**src/rtl/rtcko_defines.svh**
```systemverilog
// Constants for the reload timer with clock output: Wishbone map, bit fields, resets.
// Assumes a 32-bit classic Wishbone slave with word-aligned registers.
// What this block does
// RULE_01 - Two cascaded bytes form 16-bit count
// RULE_02 - Timer mode counts clock/12, counter counts pin
// RULE_03 - Counting only while run bit set
// RULE_04 - Capture, auto-reload, baud modes from select bits
// RULE_05 - Up/down mode: direction pin picks direction
// RULE_06 - Up overflow past FFFF sets overflow flag
// RULE_07 - Up overflow loads reload registers into count; code loads 0000 in capture mode
// RULE_08 - Down underflow when count equals reload value
// RULE_09 - Underflow sets flag, loads FFFF
// RULE_10 - Up/down wrap toggles external flag, no interrupt
// RULE_11 - Clock-out drives 50% square wave on pin
// RULE_12 - Clock-out advances low byte at clock/2
// RULE_13 - Clock-out reloads each overflow, no interrupt
// RULE_14 - Output frequency clock/(4*(65536-reload))
// RULE_15 - Software programs clock-out, run bit last
// RULE_16 - Baud and clock-out share one reload value
// RULE_17 - Counter mode counts falling pin edges
// RULE_18 - Flag set only when serial clocking off
// RULE_19 - Direction pin falling edge captures or reloads
// RULE_20 - Serial clocking forces reload, ignores capture
// RULE_21 - Clock-out toggles pin at each overflow
`ifndef RTCKO_DEFINES_SVH
`define RTCKO_DEFINES_SVH
`define RTCKO_ADR_CTRL 4'h0
`define RTCKO_ADR_MODE 4'h1
`define RTCKO_ADR_CNTL 4'h2
`define RTCKO_ADR_CNTH 4'h3
`define RTCKO_ADR_RLDL 4'h4
`define RTCKO_ADR_RLDH 4'h5
`define RTCKO_ADR_LSB 2
`define RTCKO_ADR_MSB 5
`define RTCKO_B_OVF 7
`define RTCKO_B_EXF 6
`define RTCKO_B_RX 5
`define RTCKO_B_TX 4
`define RTCKO_B_EXEN 3
`define RTCKO_B_RUN 2
`define RTCKO_B_CNT 1
`define RTCKO_B_CAP 0
`define RTCKO_B_CKOE 1
`define RTCKO_B_UDEN 0
`define RTCKO_PRESC_TIMER 4'hB
`define RTCKO_CNT_MAX 16'hFFFF
`define RTCKO_BYTE_ZERO 8'h00
`define RTCKO_WORD_ZERO 16'h0000
`define RTCKO_BUS_ZERO 32'h0000_0000
`endif

```
**src/rtl/rtcko_pkg.sv**
```systemverilog
// Types shared by the reload timer files.
// Assumes the defines header sits in the include path.
package rtcko_pkg;
   typedef struct packed
   {
      logic ovf;
      logic exf;
      logic rx_clk;
      logic tx_clk;
      logic exen;
      logic run;
      logic cnt_sel;
      logic cap_sel;
   } rtcko_ctrl_t;

   typedef struct packed
   {
      logic ck_oe;
      logic ud_en;
   } rtcko_mode_t;

   typedef enum logic [1:0]
   {
      RTCKO_CAPTURE = 2'h0,
      RTCKO_RELOAD = 2'h1,
      RTCKO_BAUD = 2'h3
   } rtcko_op_t;

   typedef struct packed
   {
      logic [31:0] dat;
      logic ack;
   } rtcko_wb_rsp_t;
endpackage : rtcko_pkg

```
**src/rtl/rtcko_pin_sync.sv**
```systemverilog
// Two-stage synchroniser with falling-edge detect for one pin.
// Assumes the pin is asynchronous to clk_sys.
`timescale 1ns/10ps
module rtcko_pin_sync
(
   input wire logic clk_sys,
   input wire logic rst_n,
   input wire logic ce,
   input wire logic pin,
   output logic level,
   output logic fall
);
   logic meta_q;
   logic sync_q;
   logic last_q;

   // Edge detect looks only at the second stage
   always_ff @(posedge clk_sys or negedge rst_n)
   begin
      if (!rst_n)
      begin
         meta_q <= 1'b1;
         sync_q <= 1'b1;
         last_q <= 1'b1;
      end
      else if (ce)
      begin
         meta_q <= pin;
         sync_q <= meta_q;
         last_q <= sync_q;
      end
   end

   assign level = sync_q;
   assign fall = ce & last_q & ~sync_q;
endmodule : rtcko_pin_sync

```
**src/rtl/rtcko_timer.sv**
```systemverilog
// Reload timer with up/down counting and clock output, Wishbone register slave.
// Assumes a classic Wishbone master on clk_sys and pins asynchronous to it.
`timescale 1ns/10ps
`include "rtcko_defines.svh"
module rtcko_timer
(
   input wire logic clk_sys,
   input wire logic reset_n,
   input wire logic clk_en,
   input wire logic wb_cyc_i,
   input wire logic wb_stb_i,
   input wire logic wb_we_i,
   input wire logic [31:0] wb_adr_i,
   input wire logic [31:0] wb_dat_i,
   input wire logic [3:0] wb_sel_i,
   output rtcko_pkg::rtcko_wb_rsp_t wb_rsp_o,
   input wire logic timer_io_pin_i,
   output logic timer_io_pin_o,
   output logic timer_io_pin_oe,
   input wire logic direction_pin_i,
   output logic irq_req_o,
   output logic baud_tick_o
);
   import rtcko_pkg::*;

   logic rst_a_q;
   logic rst_n_q;
   rtcko_ctrl_t ctrl_q;
   rtcko_mode_t mode_q;
   logic [7:0] count_low_q;
   logic [7:0] count_high_q;
   logic [7:0] reload_low_q;
   logic [7:0] reload_high_q;
   logic [3:0] presc_q;
   logic half_q;
   logic ck_level_q;
   logic ack_q;
   logic [31:0] rdat_q;
   logic irq_q;
   logic baud_q;
   logic t_level;
   logic t_fall;
   logic d_level;
   logic d_fall;
   logic [15:0] count;
   logic [15:0] reload;
   logic serial_clk;
   logic clock_out;
   logic tick;
   logic count_up;
   logic wrap;
   logic [15:0] count_d;
   logic ext_event;
   logic cpu_wr;
   logic [3:0] reg_idx;
   logic wr_ctrl;
   rtcko_op_t op_mode;

   // Reset release through two flops; assert stays asynchronous
   always_ff @(posedge clk_sys or negedge reset_n)
   begin
      if (!reset_n)
      begin
         rst_a_q <= 1'b0;
         rst_n_q <= 1'b0;
      end
      else
      begin
         rst_a_q <= 1'b1;
         rst_n_q <= rst_a_q;
      end
   end

   rtcko_pin_sync u_tpin
   (
      .clk_sys(clk_sys),
      .rst_n(rst_n_q),
      .ce(clk_en),
      .pin(timer_io_pin_i),
      .level(t_level),
      .fall(t_fall)
   );

   rtcko_pin_sync u_dpin
   (
      .clk_sys(clk_sys),
      .rst_n(rst_n_q),
      .ce(clk_en),
      .pin(direction_pin_i),
      .level(d_level),
      .fall(d_fall)
   );

   // Byte lane 0 write strobe for a register index
   function automatic logic wr_hit(input logic [3:0] idx);
      wr_hit = cpu_wr && (reg_idx == idx);
   endfunction : wr_hit

   assign count = {count_high_q, count_low_q}; // see RULE_01
   assign reload = {reload_high_q, reload_low_q}; // see RULE_16
   assign serial_clk = ctrl_q.rx_clk | ctrl_q.tx_clk;
   assign clock_out = mode_q.ck_oe & ~ctrl_q.cnt_sel;
   assign reg_idx = wb_adr_i[`RTCKO_ADR_MSB:`RTCKO_ADR_LSB];
   assign cpu_wr = clk_en & wb_cyc_i & wb_stb_i & wb_we_i & ~ack_q & wb_sel_i[0];
   assign wr_ctrl = wr_hit(`RTCKO_ADR_CTRL);
   assign ext_event = ctrl_q.exen & ~serial_clk & d_fall; // see RULE_19

   // Mode decode; serial clocking overrides capture select
   always_comb
   begin
      if (serial_clk)
         op_mode = RTCKO_BAUD; // see RULE_20
      else if (ctrl_q.cap_sel)
         op_mode = RTCKO_CAPTURE; // see RULE_04
      else
         op_mode = RTCKO_RELOAD;
   end

   // Count tick: pin falling edge, clock/2 in clock-out or clock/12 otherwise
   always_comb
   begin
      if (!ctrl_q.run)
         tick = 1'b0; // see RULE_03
      else if (ctrl_q.cnt_sel)
         tick = t_fall; // see RULE_17
      else if (clock_out)
         tick = clk_en & half_q; // see RULE_12
      else
         tick = clk_en && (presc_q == `RTCKO_PRESC_TIMER); // see RULE_02
   end

   // Down counting only in reload mode with up/down enabled
   assign count_up = !(mode_q.ud_en && op_mode == RTCKO_RELOAD && !clock_out) || d_level; // see RULE_05

   // Next count and wrap detection
   always_comb
   begin
      count_d = count;
      wrap = 1'b0;
      if (tick)
      begin
         if (count_up)
         begin
            wrap = (count == `RTCKO_CNT_MAX); // see RULE_06
            count_d = wrap ? ((op_mode == RTCKO_CAPTURE) ? `RTCKO_WORD_ZERO : reload)
               : count + 16'h0001; // see RULE_07
         end
         else
         begin
            wrap = (count == reload); // see RULE_08
            count_d = wrap ? `RTCKO_CNT_MAX : count - 16'h0001; // see RULE_09
         end
      end
      else if (ext_event && op_mode == RTCKO_RELOAD && !mode_q.ud_en)
         count_d = reload; // see RULE_19
   end

   // Prescalers for the internal count sources
   always_ff @(posedge clk_sys or negedge rst_n_q)
   begin
      if (!rst_n_q)
      begin
         presc_q <= 4'h0;
         half_q <= 1'b0;
      end
      else if (clk_en)
      begin
         presc_q <= (presc_q == `RTCKO_PRESC_TIMER) ? 4'h0 : presc_q + 4'h1;
         half_q <= ~half_q;
      end
   end

   // Count bytes; software write takes priority over counting
   always_ff @(posedge clk_sys or negedge rst_n_q)
   begin
      if (!rst_n_q)
      begin
         count_low_q <= `RTCKO_BYTE_ZERO;
         count_high_q <= `RTCKO_BYTE_ZERO;
      end
      else if (clk_en)
      begin
         count_low_q <= wr_hit(`RTCKO_ADR_CNTL) ? wb_dat_i[7:0] : count_d[7:0];
         count_high_q <= wr_hit(`RTCKO_ADR_CNTH) ? wb_dat_i[7:0] : count_d[15:8];
      end
   end

   // Reload bytes; a capture event copies the count in
   always_ff @(posedge clk_sys or negedge rst_n_q)
   begin
      if (!rst_n_q)
      begin
         reload_low_q <= `RTCKO_BYTE_ZERO;
         reload_high_q <= `RTCKO_BYTE_ZERO;
      end
      else if (clk_en)
      begin
         if (ext_event && op_mode == RTCKO_CAPTURE)
         begin
            reload_low_q <= count_low_q;
            reload_high_q <= count_high_q;
         end
         else
         begin
            if (wr_hit(`RTCKO_ADR_RLDL))
               reload_low_q <= wb_dat_i[7:0];
            if (wr_hit(`RTCKO_ADR_RLDH))
               reload_high_q <= wb_dat_i[7:0];
         end
      end
   end

   // Control register; hardware sets win over a software clear
   always_ff @(posedge clk_sys or negedge rst_n_q)
   begin
      if (!rst_n_q)
         ctrl_q <= '0;
      else if (clk_en)
      begin
         if (wr_ctrl)
            ctrl_q <= rtcko_ctrl_t'(wb_dat_i[7:0]);
         if (wrap && !serial_clk && !clock_out)
            ctrl_q.ovf <= 1'b1; // see RULE_18
         if (wrap && mode_q.ud_en && !clock_out)
            ctrl_q.exf <= wr_ctrl ? ~wb_dat_i[`RTCKO_B_EXF] : ~ctrl_q.exf; // see RULE_10
         else if (ext_event && !mode_q.ud_en)
            ctrl_q.exf <= 1'b1;
      end
   end

   // Mode register: clock-out enable and up/down enable
   always_ff @(posedge clk_sys or negedge rst_n_q)
   begin
      if (!rst_n_q)
         mode_q <= '0;
      else if (wr_hit(`RTCKO_ADR_MODE))
         mode_q <= rtcko_mode_t'(wb_dat_i[`RTCKO_B_CKOE:`RTCKO_B_UDEN]);
   end

   // Clock output: toggle per wrap gives 50% duty at clk/(4*(65536-reload))
   always_ff @(posedge clk_sys or negedge rst_n_q)
   begin
      if (!rst_n_q)
      begin
         ck_level_q <= 1'b0;
         timer_io_pin_o <= 1'b0;
         timer_io_pin_oe <= 1'b0;
      end
      else if (clk_en)
      begin
         if (wrap && clock_out)
            ck_level_q <= ~ck_level_q; // see RULE_21
         timer_io_pin_o <= ck_level_q; // see RULE_11
         timer_io_pin_oe <= clock_out; // see RULE_14
      end
   end

   // Interrupt request and serial baud tick; up/down toggling raises nothing
   always_ff @(posedge clk_sys or negedge rst_n_q)
   begin
      if (!rst_n_q)
      begin
         irq_q <= 1'b0;
         baud_q <= 1'b0;
      end
      else if (clk_en)
      begin
         irq_q <= ctrl_q.ovf | (ctrl_q.exf & ~mode_q.ud_en); // see RULE_13
         baud_q <= wrap & serial_clk; // see RULE_16
      end
   end

   assign irq_req_o = irq_q;
   assign baud_tick_o = baud_q;

   // Wishbone answer one cycle after strobe; unmapped reads give zero
   always_ff @(posedge clk_sys or negedge rst_n_q)
   begin
      if (!rst_n_q)
      begin
         ack_q <= 1'b0;
         rdat_q <= `RTCKO_BUS_ZERO;
      end
      else if (clk_en)
      begin
         ack_q <= wb_cyc_i & wb_stb_i & ~ack_q;
         case (reg_idx)
            `RTCKO_ADR_CTRL: rdat_q <= {24'h000000, ctrl_q};
            `RTCKO_ADR_MODE: rdat_q <= {30'h00000000, mode_q};
            `RTCKO_ADR_CNTL: rdat_q <= {24'h000000, count_low_q};
            `RTCKO_ADR_CNTH: rdat_q <= {24'h000000, count_high_q};
            `RTCKO_ADR_RLDL: rdat_q <= {24'h000000, reload_low_q};
            `RTCKO_ADR_RLDH: rdat_q <= {24'h000000, reload_high_q};
            default: rdat_q <= `RTCKO_BUS_ZERO;
         endcase
      end
   end

   assign wb_rsp_o.ack = ack_q;
   assign wb_rsp_o.dat = rdat_q;
endmodule : rtcko_timer

```
**config.mk**
```make
export PLATFORM = sky130hd
export DESIGN_NAME = rtcko_timer
export DESIGN_NICKNAME = d
export VERILOG_FILES = /design/src/rtl/rtcko_pkg.sv /design/src/rtl/rtcko_pin_sync.sv /design/src/rtl/rtcko_timer.sv
export VERILOG_INCLUDE_DIRS = /design/src /design/src/rtl
export SDC_FILE = /design/constraint.sdc
export NUM_CORES = 1
export LEC_CHECK = 0
export BUFFER_PORTS_ARGS = -buffer_cell sky130_fd_sc_hd__buf_2
export CAP_MARGIN = 20
export CORE_ASPECT_RATIO = 1.75
export CORE_MARGIN = 5
export CORE_UTILIZATION = 55
export DETAILED_ROUTE_END_ITERATION = 16
export PLACE_DENSITY = 0.82
export SLEW_MARGIN = 30
export SYNTH_ARGS = -nofsm -noshare
export SYNTH_HDL_FRONTEND = slang
export SYNTH_SLANG_ARGS = --single-unit
```
**constraint.sdc**
```tcl
create_clock -name clk_sys -period 2.7 [get_ports clk_sys]
set_input_delay 0.54 -clock clk_sys [delete_from_list [all_inputs] [get_ports clk_sys]]
set_output_delay 0.54 -clock clk_sys [all_outputs]
set_load 0.005 [all_outputs]
```
==> qor.yml <==
antenna_left: 0
synth_mux_area_share_pct: 8.535
clock-sinks: 69
hold_class: "register to async pin"
num_io_pins: 113
startpoint_type: "register"
cts_setup_buffers: 0
multiInputGateArea_um2: 2670
rsz0062_at_grt: "false"
cellPowerDensity_nw_per_um2: 653.3
die_w_um: 80.36
synth_fa_ha_area_share_pct: 0.7878
synthFlopType: "dfrtp_1"
post_cts_resized: 0
wire_per_inst_um: 21.39
fin_tns_setup_ns: 0
crit_type: "register to register"
reg2reg_from: "count_low_q[0]"
cp_top_family: "simple AND/OR/NAND/NOR gates"
grt_pass1_vias: 4581
synth_top_area_share_pct: 33.09
drc: 0
area_growth_pct: 12.16
gp_congestion: 1.066
crit_path_max_incr_delay_ns: 0.61
p_clk_share_pct: 35.0
antenna_found_initial: 0
overflow: 0
nets: 662
grt_max_degree: 39
ff_latch_area_um2: 1735
row_count: 45
grt_pass1_wl_um: 23620
fillCellCount: 744
cp_data_required_time_ns: 2.97
yosysSeqAreaShare_pct: 36.40
max_freq_mhz: 386.8
core_um2: 8558
r2r_slack_ns: 0.11
finalHoldViolations: 0
synth_area_leaders: "dfrtp_1 (33%), mux2_2 (5.0%), xor2_1 (4.8%)"
synth_top_area_cell: "dfrtp_1"
avgSynthCellArea_um2: 8.679
initial_core_util_pct: 55.67
p_leak_nw: 2.453
relSlewSlack_pct: 49.69
arrival_ns: 2.85
path_cells: "xor2_1 > nor4_1 > nand4_1 > nand2_1 > o221ai_1 > a31oi_1"
crit_buf_inv: 0
cp-end-kind: "register"
ys_warn_count: 0
crit_path_top_delay_cell: "nor4_1"
dr.pass1.iters: 5
dieArea_um2: 10700
drv_slew: 0
finalCritPeriodShare_pct: 95.76
fin_skew_ns: 0.007291
switching_share_pct: 33.22
p_comb_share_pct: 25.0
via_per_inst: 6.471
syn_inst: 549
layout_min_cycle_time_ns: 2.586
clk_latency_ns: 0.34
io_buffers: 33
synth_top_cells_by_count: "dfrtp_1 (63), nand2_1 (56), o21ai_0 (40), a21oi_1 (35), nor2_1 (35)"
drive_gt1_share_pct: 19.05
die_y_um: 133.1
peakVddDrop_mv: 0.5401
synth_compound_area_share_pct: 19.67
numCtsBuffers: 9
cts_tree: "built"
syn_area_um2: 4765
synthDistinctLibCells: 57
sequentialPowerShare_pct: 40.0
grtUsageTotal_pct: 29.28
cts.htree.levels: 3
drv_cap: 0
outcome: "completed"
synth-edff-count: 0
num_vias: 4562
tightest_slew_ns: 0.7547
ys_seq_elements: 69
switching_power_mw: 1.160
root_buffer: "clkbuf_16"
wirelength_um: 15080
synth_top_family_by_area: "compound AO/OA/AOI/OAI gates"
finalSetupViolations: 0
crit_cells: 6
yosys.area_share.xor_xnor_pct: 7.904
cts_buffer_depth: 2
hpwl_um: 11100
synth-simple-area-share_pct: 17.17
worstPathMaxFanout: 11
r2r-end: "count_high_q[3]"
synth_most_common_cell: "dfrtp_1"
ys_async_sr_fraction_pct: 100.0
diodes: 0
reg2reg_depth: 6
hold_ws_ns: 0.3455
drt_first_iter_violations: 629
path_clk_slew_ns: 0.06
p_int_mw: 2.332
-- cell families (layout without fill, tap and decap cells) --
group	count (synthesis)	in the layout
mux	38	38
flops	69	69
other cells	2	25
fa+ha+maj	3	3
simple gates	161	161
xor+xnor	43	43
compound gates	149	149
buf+inv	84	100
-- cell usage in the layout (no fill, tap or decap), drive strengths merged, types with 13 or more instances in the layout --
cell / synthesis / final
inv: 20 / 20
mux2: 21 / 21
nor2: 35 / 35
o22ai: 20 / 20
a21oi: 35 / 35
nand2: 56 / 56
mux2i: 17 / 17
xnor2: 17 / 17
conb: 2 / 25
clkbuf: 26 / 13
xor2: 26 / 26
buf: 38 / 63
dfrtp: 63 / 63
o21ai: 42 / 42
-- how the worst max path moves through the flow --
stage,start,end
6_report,count_low_q[0],count_high_q[3]
2_1_floorplan,wb_adr_i[2],ctrl_q[6]
4_1_cts,count_low_q[0],count_high_q[3]
5_1_grt,count_low_q[0],count_high_q[3]
3_3_place_gp,clk_en,count_high_q[4]
3_5_place_dp,clk_en,count_high_q[4]
-- area by class of cell --
cell class	instances	area share, %
sequential	69	32.47
clock buffer	13	4.870
clock inverter	3	0.8195
multi-input combinational	419	49.96
tap	117	2.739
inverter	20	1.405
timing repair buffer	64	7.727
-- worst register-to-register path, delay by kind of cell (launching register included) --
kind | cells | cell delay [ns]
AND/OR/NAND/NOR | 3 | 1.32
flip-flops | 1 | 0.51
AO/OA/AOI/OAI | 2 | 0.45
XOR/XNOR | 1 | 0.24
-- state kept, by name, indices dropped and copies added (netlist names), 2 cells and up --
register	flops
count_high_q	8
count_low_q	8
ctrl_q	8
mode_q	2
presc_q	4
rdat_q	8
reload_high_q	8
reload_low_q	8
-- metrics by stage --
| step | total power [mW] | setup WS, ns | cells | instance area (um2) | util, % |
|---|---|---|---|---|---|
| floorplan | 2.020 | 0.4946 | 572 | 4851 | - |
| CTS | 3.464 | 0.2019 | 705 | 5344 | 62.44 |
| detailed placement | 2.251 | 0.1795 | 688 | 5030 | 58.77 |
| global route | 3.647 | 0.1250 | 705 | 5344 | 62.44 |
| global placement | 2.219 | 0.2445 | 688 | 5030 | 58.77 |
| finish | 3.491 | 0.1144 | 705 | 5344 | 62.44 |
-- repair_timing --
item	CTS	global route
setup endpoints to repair	0	0
endpoints found under the hold margin	2	0
hold buffers	1	0
-- power groups by stage --
stage	combinational [mW]	sequential, mW	clock [mW]
detailed placement	0.846	1.41	0
global route	0.964	1.42	1.27
finish	0.873	1.40	1.22
CTS	0.857	1.39	1.22
floorplan	0.733	1.29	0
global placement	0.822	1.40	0
-- routing by layer --
layer	up-vias	global-route usage (%)	share of wire (%)
met5	-	0	0
met4	0	23.97	8.8
met3	95	5.480	7.7
met2	328	48.94	50
met1	2148	31.07	33
li1	1991	-	-
No activity file was read; power rests on OpenSTA's default activity.
